==> src/hw/mipc_pkg.sv <==
/*
  Shared constants and types of the maskable interrupt priority control block.
  Assumes a single 20 MHz system clock and an AHB-Lite register bus.
*/
package mipc_pkg;
  localparam int          NUM_SRC        = 32;
  localparam int          SRC_W          = 5;
  localparam int          LVL_W          = 3;
  localparam logic [2:0]  LVL_OFF        = 3'h0;
  localparam logic [2:0]  LVL_MAX        = 3'h7;
  localparam logic [7:0]  SOFT_LO        = 8'h20;
  localparam logic [7:0]  SOFT_HI        = 8'h3F;
  // Byte offsets
  localparam logic [11:0] OFS_CTRL_BASE  = 12'h000;
  localparam logic [11:0] OFS_FLAGS      = 12'h080;
  localparam logic [11:0] OFS_TEMP       = 12'h084;
  localparam logic [11:0] OFS_SEQ        = 12'h088;
  localparam logic [11:0] OFS_VECBASE    = 12'h08C;
  // Source control word fields
  localparam int          CTL_LVL_LSB    = 0;
  localparam int          CTL_PEND_BIT   = 3;
  localparam int          CTL_POL_BIT    = 4;
  // Flag word fields
  localparam int          FLG_D_BIT      = 2;
  localparam int          FLG_I_BIT      = 6;
  localparam int          FLG_U_BIT      = 7;
  localparam int          FLG_IPL_LSB    = 12;
  localparam logic [15:0] FLG_RESET      = 16'h0000;
  localparam logic [31:0] VEC_RESET      = 32'h0000_0000;
  // Special interrupt numbers used on the core request port
  localparam logic [7:0]  NUM_WDT        = 8'hF0;
  localparam logic [7:0]  NUM_NMI        = 8'hF1;
  localparam logic [7:0]  NUM_AMATCH     = 8'hF2;
  localparam logic [7:0]  NUM_DBG        = 8'hF3;
  localparam logic [7:0]  NUM_STEP       = 8'hF4;
  localparam logic [7:0]  SRC_NUM_BASE   = 8'h00;

  typedef enum logic [6:0] {
    SEQ_IDLE  = 7'b0000001,
    SEQ_INFO  = 7'b0000010,
    SEQ_SAVE  = 7'b0000100,
    SEQ_FLAGS = 7'b0001000,
    SEQ_PSHF  = 7'b0010000,
    SEQ_PSHPC = 7'b0100000,
    SEQ_VEC   = 7'b1000000
  } mipc_seq_type;

  typedef struct packed {
    logic        valid;
    logic [7:0]  num;
    logic [2:0]  lvl;
  } mipc_req_type;

  typedef struct packed {
    logic        push;
    logic        pushPc;
    logic [15:0] data;
    logic        loadPc;
    logic [31:0] pc;
    logic        resume;
  } mipc_core_type;
endpackage

==> src/hw/mipc_arbiter.sv <==
/*
  Fixed order priority arbiter for maskable sources.
  Gates each request itself by pending bit, level above the threshold and the enable flag.
*/
`timescale 1ns/1ps
module mipc_arbiter
  import mipc_pkg::*;
(
  input  wire logic [mipc_pkg::NUM_SRC-1:0]         pend,
  input  wire logic [mipc_pkg::NUM_SRC*3-1:0]       lvls,
  input  wire logic [2:0]                           processor_priority_level,
  input  wire logic                                 iFlag,
  output mipc_pkg::mipc_req_type                    win
);
  function automatic mipc_req_type pick(input logic [NUM_SRC-1:0] p, input logic [NUM_SRC*3-1:0] l,
                                        input logic [2:0] thr, input logic en);
    mipc_req_type r;
    logic [2:0]   lv;
    r = '0;
    // Lower index wins among equal levels
    for (int i = NUM_SRC - 1; i >= 0; i--) begin
      lv = l[i*3 +: 3];
      if (en && p[i] && lv > thr && (!r.valid || lv >= r.lvl)) begin
        r.valid = 1'b1;
        r.lvl   = lv;
        r.num   = SRC_NUM_BASE + 8'(i);
      end
    end
    return r;
  endfunction

  assign win = pick(pend, lvls, processor_priority_level, iFlag);
endmodule

==> src/hw/mipc_flagsave.sv <==
/*
  Flag adjust logic for entry into the interrupt sequence.
  Assumes the flag word layout given by the package.
*/
`timescale 1ns/1ps
module mipc_flagsave
  import mipc_pkg::*;
(
  input  wire logic [15:0] flags,
  input  wire logic [7:0]  num,
  output logic      [15:0] adj
);
  wire keepU = (num >= SOFT_LO) && (num <= SOFT_HI);
  always_comb begin
    adj = flags;
    adj[FLG_I_BIT] = 1'b0;
    adj[FLG_D_BIT] = 1'b0;
    if (!keepU) begin
      adj[FLG_U_BIT] = 1'b0;
    end
  end
endmodule

==> src/hw/mipc_ctrl.sv <==
/*
  Maskable interrupt priority control with the interrupt entry sequence.
  Assumes an AHB-Lite master, peripheral request pulses on srcReq, and a core
  that flags instruction boundaries and interruptible string instructions.
*/
// Decided for this implementation: the placing of the registers and register access over AHB-Lite.
`timescale 1ns/1ps
module mipc_ctrl
  import mipc_pkg::*;
(
  input  wire logic                            clk_sys,
  input  wire logic                            nrst,
  input  wire logic                            hsel,
  input  wire logic [31:0]                     haddr,
  input  wire logic [1:0]                      htrans,
  input  wire logic                            hwrite,
  input  wire logic [2:0]                      hsize,
  input  wire logic [31:0]                     hwdata,
  input  wire logic                            hready,
  output logic      [31:0]                     hrdata,
  output logic                                 hreadyout,
  output logic                                 hresp,
  input  wire logic [mipc_pkg::NUM_SRC-1:0]    srcReq,
  input  wire logic                            instrDone,
  input  wire logic                            strInstr,
  input  wire logic                            specReq,
  input  wire logic [7:0]                      specNum,
  input  wire logic [31:0]                     curPc,
  output logic                                 seqBusy,
  output logic                                 stallCore,
  output logic                                 pushStrobe,
  output logic                                 pushIsPc,
  output logic      [15:0]                     pushData,
  output logic                                 pcLoad,
  output logic      [31:0]                     pcValue,
  output logic                                 resumeCore,
  output logic      [7:0]                      ackNum,
  output logic      [2:0]                      ackLvl
);
  logic                 rstS1_q, rstS2_q;
  wire                  rstN = rstS2_q;

  always_ff @(posedge clk_sys or negedge nrst) begin
    if (!nrst) begin
      rstS1_q <= 1'b0;
      rstS2_q <= 1'b0;
    end else begin
      rstS1_q <= 1'b1;
      rstS2_q <= rstS1_q;
    end
  end

  // Storage
  logic [NUM_SRC-1:0]   pend_q;
  logic [NUM_SRC-1:0]   pol_q;
  logic [NUM_SRC*3-1:0] lvl_q;
  logic [15:0]          flags_q;
  logic [15:0]          temp_q;
  logic [31:0]          vecBase_q;
  mipc_seq_type         seq_q;
  mipc_req_type         cur_q;
  logic                 special_q;

  // AHB address phase capture
  logic                 wrPend_q, rdPend_q;
  logic [11:0]          addr_q;
  logic [31:0]          rdata_q;

  wire        xfer     = hsel && hready && htrans[1];
  wire [11:0] aOfs     = haddr[11:0];
  wire        wrCtl    = wrPend_q && (addr_q < OFS_FLAGS);
  wire [4:0]  wrIdx    = addr_q[6:2];
  wire        wrFlags  = wrPend_q && (addr_q == OFS_FLAGS);
  wire        wrVec    = wrPend_q && (addr_q == OFS_VECBASE);

  function automatic logic [31:0] readReg(input logic [11:0] a);
    logic [4:0] i;
    i = a[6:2];
    if (a < OFS_FLAGS) begin
      return {27'h0, pol_q[i], pend_q[i], lvl_q[i*3 +: 3]};
    end
    unique case (a)
      OFS_FLAGS:   return {16'h0, flags_q};
      OFS_TEMP:    return 32'h0;                 // Hidden from software
      OFS_SEQ:     return {16'h0, cur_q.num, 1'b0, cur_q.lvl, 3'h0, seq_q != SEQ_IDLE};
      OFS_VECBASE: return vecBase_q;
      default:     return 32'h0;
    endcase
  endfunction

  // Arbitration
  mipc_req_type win;
  logic [15:0]  flagsAdj;

  mipc_arbiter u_arb (
    .pend  (pend_q),
    .lvls  (lvl_q),
    .processor_priority_level   (flags_q[FLG_IPL_LSB +: 3]),
    .iFlag (flags_q[FLG_I_BIT]),
    .win   (win)
  );

  mipc_flagsave u_fs (
    .flags (flags_q),
    .num   (cur_q.num),
    .adj   (flagsAdj)
  );

  wire boundary   = instrDone || strInstr;
  wire takeSpec   = (seq_q == SEQ_IDLE) && boundary && specReq;
  wire takeMask   = (seq_q == SEQ_IDLE) && boundary && !specReq && win.valid;
  wire specSeven  = (specNum == NUM_WDT) || (specNum == NUM_NMI);
  wire [2:0] newIpl = special_q ? (cur_q.lvl) : cur_q.lvl;
  wire        keepIpl = special_q && (cur_q.lvl == LVL_OFF);

  mipc_seq_type seqNext;
  always_comb begin
    seqNext = seq_q;
    unique case (seq_q)
      SEQ_IDLE:  if (takeSpec || takeMask) seqNext = SEQ_INFO;
      SEQ_INFO:  seqNext = SEQ_SAVE;
      SEQ_SAVE:  seqNext = SEQ_FLAGS;
      SEQ_FLAGS: seqNext = SEQ_PSHF;
      SEQ_PSHF:  seqNext = SEQ_PSHPC;
      SEQ_PSHPC: seqNext = SEQ_VEC;
      SEQ_VEC:   seqNext = SEQ_IDLE;
      default:   seqNext = SEQ_IDLE;
    endcase
  end

  // Pending clear from the sequence, from software, and set from sources
  wire [NUM_SRC-1:0] seqClr = (seq_q == SEQ_INFO && !special_q) ?
                              (NUM_SRC'(1) << cur_q.num[4:0]) : '0;
  wire [NUM_SRC-1:0] swClr  = (wrCtl && !hwdata[CTL_PEND_BIT]) ?
                              (NUM_SRC'(1) << wrIdx) : '0;
  wire [NUM_SRC-1:0] pendD  = ((pend_q & ~seqClr & ~swClr)) | srcReq;    // Set wins

  always_ff @(posedge clk_sys or negedge rstN) begin
    if (!rstN) begin
      pend_q    <= '0;
      lvl_q     <= '0;
      pol_q     <= '0;
      flags_q   <= FLG_RESET;
      temp_q    <= 16'h0000;
      vecBase_q <= VEC_RESET;
      seq_q     <= SEQ_IDLE;
      cur_q     <= '0;
      special_q <= 1'b0;
    end else begin
      pend_q <= pendD;
      seq_q  <= seqNext;
      if (wrCtl) begin
        lvl_q[wrIdx*3 +: 3] <= hwdata[CTL_LVL_LSB +: 3];
        pol_q[wrIdx]        <= hwdata[CTL_POL_BIT];
      end
      if (wrVec) begin
        vecBase_q <= hwdata;
      end
      if (takeSpec) begin
        cur_q     <= '{valid: 1'b1, num: specNum, lvl: specSeven ? LVL_MAX : LVL_OFF};
        special_q <= 1'b1;
      end else if (takeMask) begin
        cur_q     <= win;
        special_q <= 1'b0;
      end
      if (seq_q == SEQ_SAVE) begin
        temp_q <= flags_q;
      end
      if (seq_q == SEQ_FLAGS) begin
        flags_q <= flagsAdj;
      end else if (seq_q == SEQ_VEC && !keepIpl) begin
        flags_q[FLG_IPL_LSB +: 3] <= newIpl;
      end else if (wrFlags) begin
        flags_q <= hwdata[15:0];
      end
    end
  end

  // Bus and core outputs, all registered
  always_ff @(posedge clk_sys or negedge rstN) begin
    if (!rstN) begin
      wrPend_q   <= 1'b0;
      rdPend_q   <= 1'b0;
      addr_q     <= 12'h000;
      rdata_q    <= 32'h0;
      hreadyout  <= 1'b1;
      hresp      <= 1'b0;
      seqBusy    <= 1'b0;
      stallCore  <= 1'b0;
      pushStrobe <= 1'b0;
      pushIsPc   <= 1'b0;
      pushData   <= 16'h0000;
      pcLoad     <= 1'b0;
      pcValue    <= 32'h0;
      resumeCore <= 1'b0;
      ackNum     <= 8'h00;
      ackLvl     <= 3'h0;
    end else begin
      wrPend_q   <= xfer && hwrite;
      rdPend_q   <= xfer && !hwrite;
      if (xfer) begin
        addr_q <= aOfs;
      end
      if (xfer && !hwrite) begin
        rdata_q <= readReg(aOfs);
      end
      hreadyout  <= 1'b1;
      hresp      <= 1'b0;
      seqBusy    <= seqNext != SEQ_IDLE;
      stallCore  <= seqNext != SEQ_IDLE;
      pushStrobe <= (seq_q == SEQ_FLAGS) || (seq_q == SEQ_PSHF);
      pushIsPc   <= seq_q == SEQ_PSHF;
      pushData   <= (seq_q == SEQ_PSHF) ? curPc[15:0] : temp_q;
      pcLoad     <= seq_q == SEQ_VEC;
      pcValue    <= vecBase_q + {22'h0, cur_q.num, 2'b00};
      resumeCore <= seq_q == SEQ_VEC;
      if (seq_q == SEQ_INFO) begin
        ackNum <= cur_q.num;
        ackLvl <= cur_q.lvl;
      end
    end
  end

  assign hrdata = rdata_q;
endmodule

==> config.mk <==
export PLATFORM = sky130hd
export DESIGN_NAME = mipc_ctrl
export DESIGN_NICKNAME = d
export VERILOG_FILES = /design/src/hw/mipc_pkg.sv /design/src/hw/mipc_arbiter.sv /design/src/hw/mipc_flagsave.sv /design/src/hw/mipc_ctrl.sv
export SDC_FILE = /design/constraint.sdc
export NUM_CORES = 1
export LEC_CHECK = 0
export BUFFER_PORTS_ARGS = -buffer_cell sky130_fd_sc_hd__buf_2
export CAP_MARGIN = 15
export CORE_ASPECT_RATIO = 1.25
export CORE_UTILIZATION = 62
export CTS_BUF_LIST = sky130_fd_sc_hd__clkbuf_2
export CTS_CLUSTER_SIZE = 16
export DETAILED_ROUTE_END_ITERATION = 6
export GPL_TIMING_DRIVEN = 0
export PLACE_DENSITY_LB_ADDON = 0.1
export SKIP_LAST_GASP = 1
export SYNTH_ARGS = -nofsm -noshare
export SYNTH_HDL_FRONTEND = slang
export SYNTH_SLANG_ARGS = --single-unit
==> constraint.sdc <==
create_clock -name clk_sys -period 12.6 [get_ports clk_sys]
set_input_delay 1.89 -clock clk_sys [delete_from_list [all_inputs] [get_ports clk_sys]]
set_output_delay 1.89 -clock clk_sys [all_outputs]
set_load 0.05 [all_outputs]
==> reports/qor.txt <==
Final setup viols: 15
Die Area: 37,800 sq um
top-count cell post-synth: dfrtp_1
pre-CTS WS: -31.49 ns
Max-Cap Viols: 0
First-pass DRT Iterations: 7
Worst Skew: 0.114 ns
Fin. Hold Viols: 0
Req. time, crit path: 13.56 ns
CTS H-tree depth: 3
CP Max Fanout: 7
failing checks: design-rule violations, negative setup slack
slew margin rel.: 0.237
Netlist Area Pre-Place: 22,900 sq um
Area after DPL: 25,700 sq um
CTS clk-pin slew, worst paths: 0.12 ns
GRT overflow: 0
CTS Hold Bufs: 0
clk_lat worst skew: 1.02 ns
number of enable flip-flop cells after synthesis: 0
Setup Crit Path Kind: flop to flop
Cells after Synth: 2,289
CP startpoint kind: flop
FP Rows: 78
post-route ant nets: 0
Largest delay share family, worst path: compound AO/OA/AOI/OAI gates
clk buf depth: 3
Largest stage delay, worst path: 0.44 ns
drt total wl: 78.3 mm
Iter 0 DRT Violations: 1,877
#FFs+latches synth: 353
R2R Setup Slk: -28.19 ns
count of cell types in the netlist: 104
number of global-route vias before repair: 21,293
outcome: finished, violations left
Root Driver: clkbuf_2
worst min-delay path category: flop to flop
asr flop ratio synth: 1.00
CP dominant cell by count: nand2b_4
share of the synthesized area in the top cell type: 0.384
# DRC: 1
Period minus WS final: 40.79 ns
die width: 174 um
sequential share of the synthesized area: 0.385
vias: 21,463
Final Cell Area: 28,400 sq um
I/O pin count: 248
gr usage total: 0.406
initial antenna violation count: 2
layout cells sized above 1: 0.360
via density per instance: 6.56
Synth-to-Final Area Change: 23.8%
Final HPWL DP: 56.1 mm
nature of the critical path endpoint: flop
top post-synthesis cells by area: dfrtp_1, ha_1, mux2_2, mux4_2, nand2_1
LEAKAGE: 13.3 nW
Buf/Inv on CP: 21
unrepaired setup endpoints after global routing: yes
cell area power density: 154 nW/um^2
Crit-path slowest cell: dfrtp_2
CTS tree: built
Final Net Count: 3,062
slew of the pin with the lowest slew margin: 1.14 ns
Max Slew Vio Count: 0
Fillers: 2,415
VDD IR max: 0.0851 mV
I/O Buffers: 203
Tcrit/Tclk final: 3.24
CTS Buf Count: 83
Die Height: 217 um
Critical Path AT: 41.75 ns
Starting Density: 0.630
WHS: 0.370 ns
mean area per synthesized cell: 10.0 sq um
pin count of the biggest net entering global routing: 70
synth cell count leaders: dfrtp_1, nand2_1, ha_1
Placeable Area: 36,400 sq um
FMAX: 24.5 MHz
Sink Count: 353
WL/cell: 23.9 um
first-pass GRT wire length: 117 mm
Worst Setup Slack, final: -28.19 ns
routability cong.: 0.982
Ys Warns: 0
dominant cell type by area after synthesis: dfrtp_1
Main synth FF type: dfrtp_1
## worst paths after layout
path / startpoint / to / cells after the start
worst max-delay path: flags_q[13] / newIpl[0] / 227
worst min-delay path: rstS1_q / rstN / 0
worst max register to register: flags_q[13] / newIpl[0] / 227
worst min register to register: rstS1_q / rstN / 0
max in group asynchronous: rstN / temp_q[3] / 3
min in group asynchronous: rstN / pol_q[22] / 0
## power by group
group          switching, mW  internal, mW  leakage, nW  total (mW)
Sequential             0.124          1.24         4.25        1.37
Combinational           1.32         0.958         8.47        2.27
Clock                  0.468         0.254        0.551       0.722
Total                   1.91          2.45         13.3        4.36
## timing repair
item | 4_1_cts | 5_1_grt
buffers inserted | 108 | 39
endpoints found under the setup margin | 15 | 15
gates resized for setup | 100 | 82
gates cloned | 2 | 0
pin swaps | 118 | 105
## metrics by stage
stage | util | setup TNS, ns | std cells | power, mW
5_1_grt | 0.780 | -398.07 | 3272 | 4.57
4_1_cts | 0.761 | -361.31 | 3230 | 4.11
3_5_place_dp | 0.705 | -417.96 | 2978 | 3.14
3_3_place_gp | 0.701 | -821.90 | 2973 | 3.08
6_report | 0.780 | -373.42 | 3272 | 4.36
2_1_floorplan | - | -350.61 | 2290 | 2.67
## registers in the layout (all words and copies together), names as in the netlist, 12 cells and up
name / cells
addr_q: 12
flags_q: 16
hrdata: 32
lvl_q: 96
pcValue: 32
pend_q: 32
pol_q: 32
pushData: 16
temp_q: 16
vecBase_q: 32
## final cells by class
class                      instances  area [sq um]  area share
clock inverter                    30           155     0.00546
multi-input combinational       1741         15100       0.531
inverter                         116           445      0.0157
sequential                       353          8840       0.311
buffer                            78           367      0.0129
timing repair inverter             2          10.0    0.000352
antenna                            1          2.50   0.0000881
tap                              480           601      0.0211
clock buffer                     115           576      0.0203
timing repair buffer             356          2330      0.0820
## metal layers
| layer | GRT usage | routed length, um | up-vias |
|---|---|---|---|
| li1 | - | - | 9347 |
| met1 | 0.470 | 28000 | 10474 |
| met2 | 0.676 | 37500 | 1263 |
| met3 | 0.0795 | 6760 | 377 |
| met4 | 0.291 | 6130 | 2 |
| met5 | 0 | 12 | - |
## cell usage in the layout, fill, tap and decap left out, types with 23 or more instances in the layout
master,netlist,final
a21o_1,39,37
o21ai_0,97,76
mux2i_1,27,24
ha_1,181,156
nand2b_1,70,44
o221ai_1,32,29
buf_2,3,206
a21oi_1,91,66
clkbuf_2,1,116
clkbuf_1,57,53
mux2_2,179,169
nand3_1,69,65
inv_1,115,105
nor2b_1,46,38
buf_4,4,138
mux4_2,50,50
nor3_1,29,25
dfrtp_1,352,348
o21a_1,24,23
nor2_1,147,132
nand2b_4,0,26
nand2_1,269,258
## cell families (layout without fill, tap and decap cells)
| logic type | count (synthesis) | after routing | synth area share |
|---|---|---|---|
| buf+inv | 196 | 697 | 0.0336 |
| flops | 353 | 353 | 0.385 |
| compound gates | 504 | 504 | 0.156 |
| mux | 258 | 258 | 0.150 |
| simple gates | 758 | 758 | 0.161 |
| xor+xnor | 31 | 31 | 0.0118 |
| other cells | 2 | 4 | 0.000327 |
| fa+ha+maj | 187 | 187 | 0.102 |
Power figures use the tool's default switching activity.
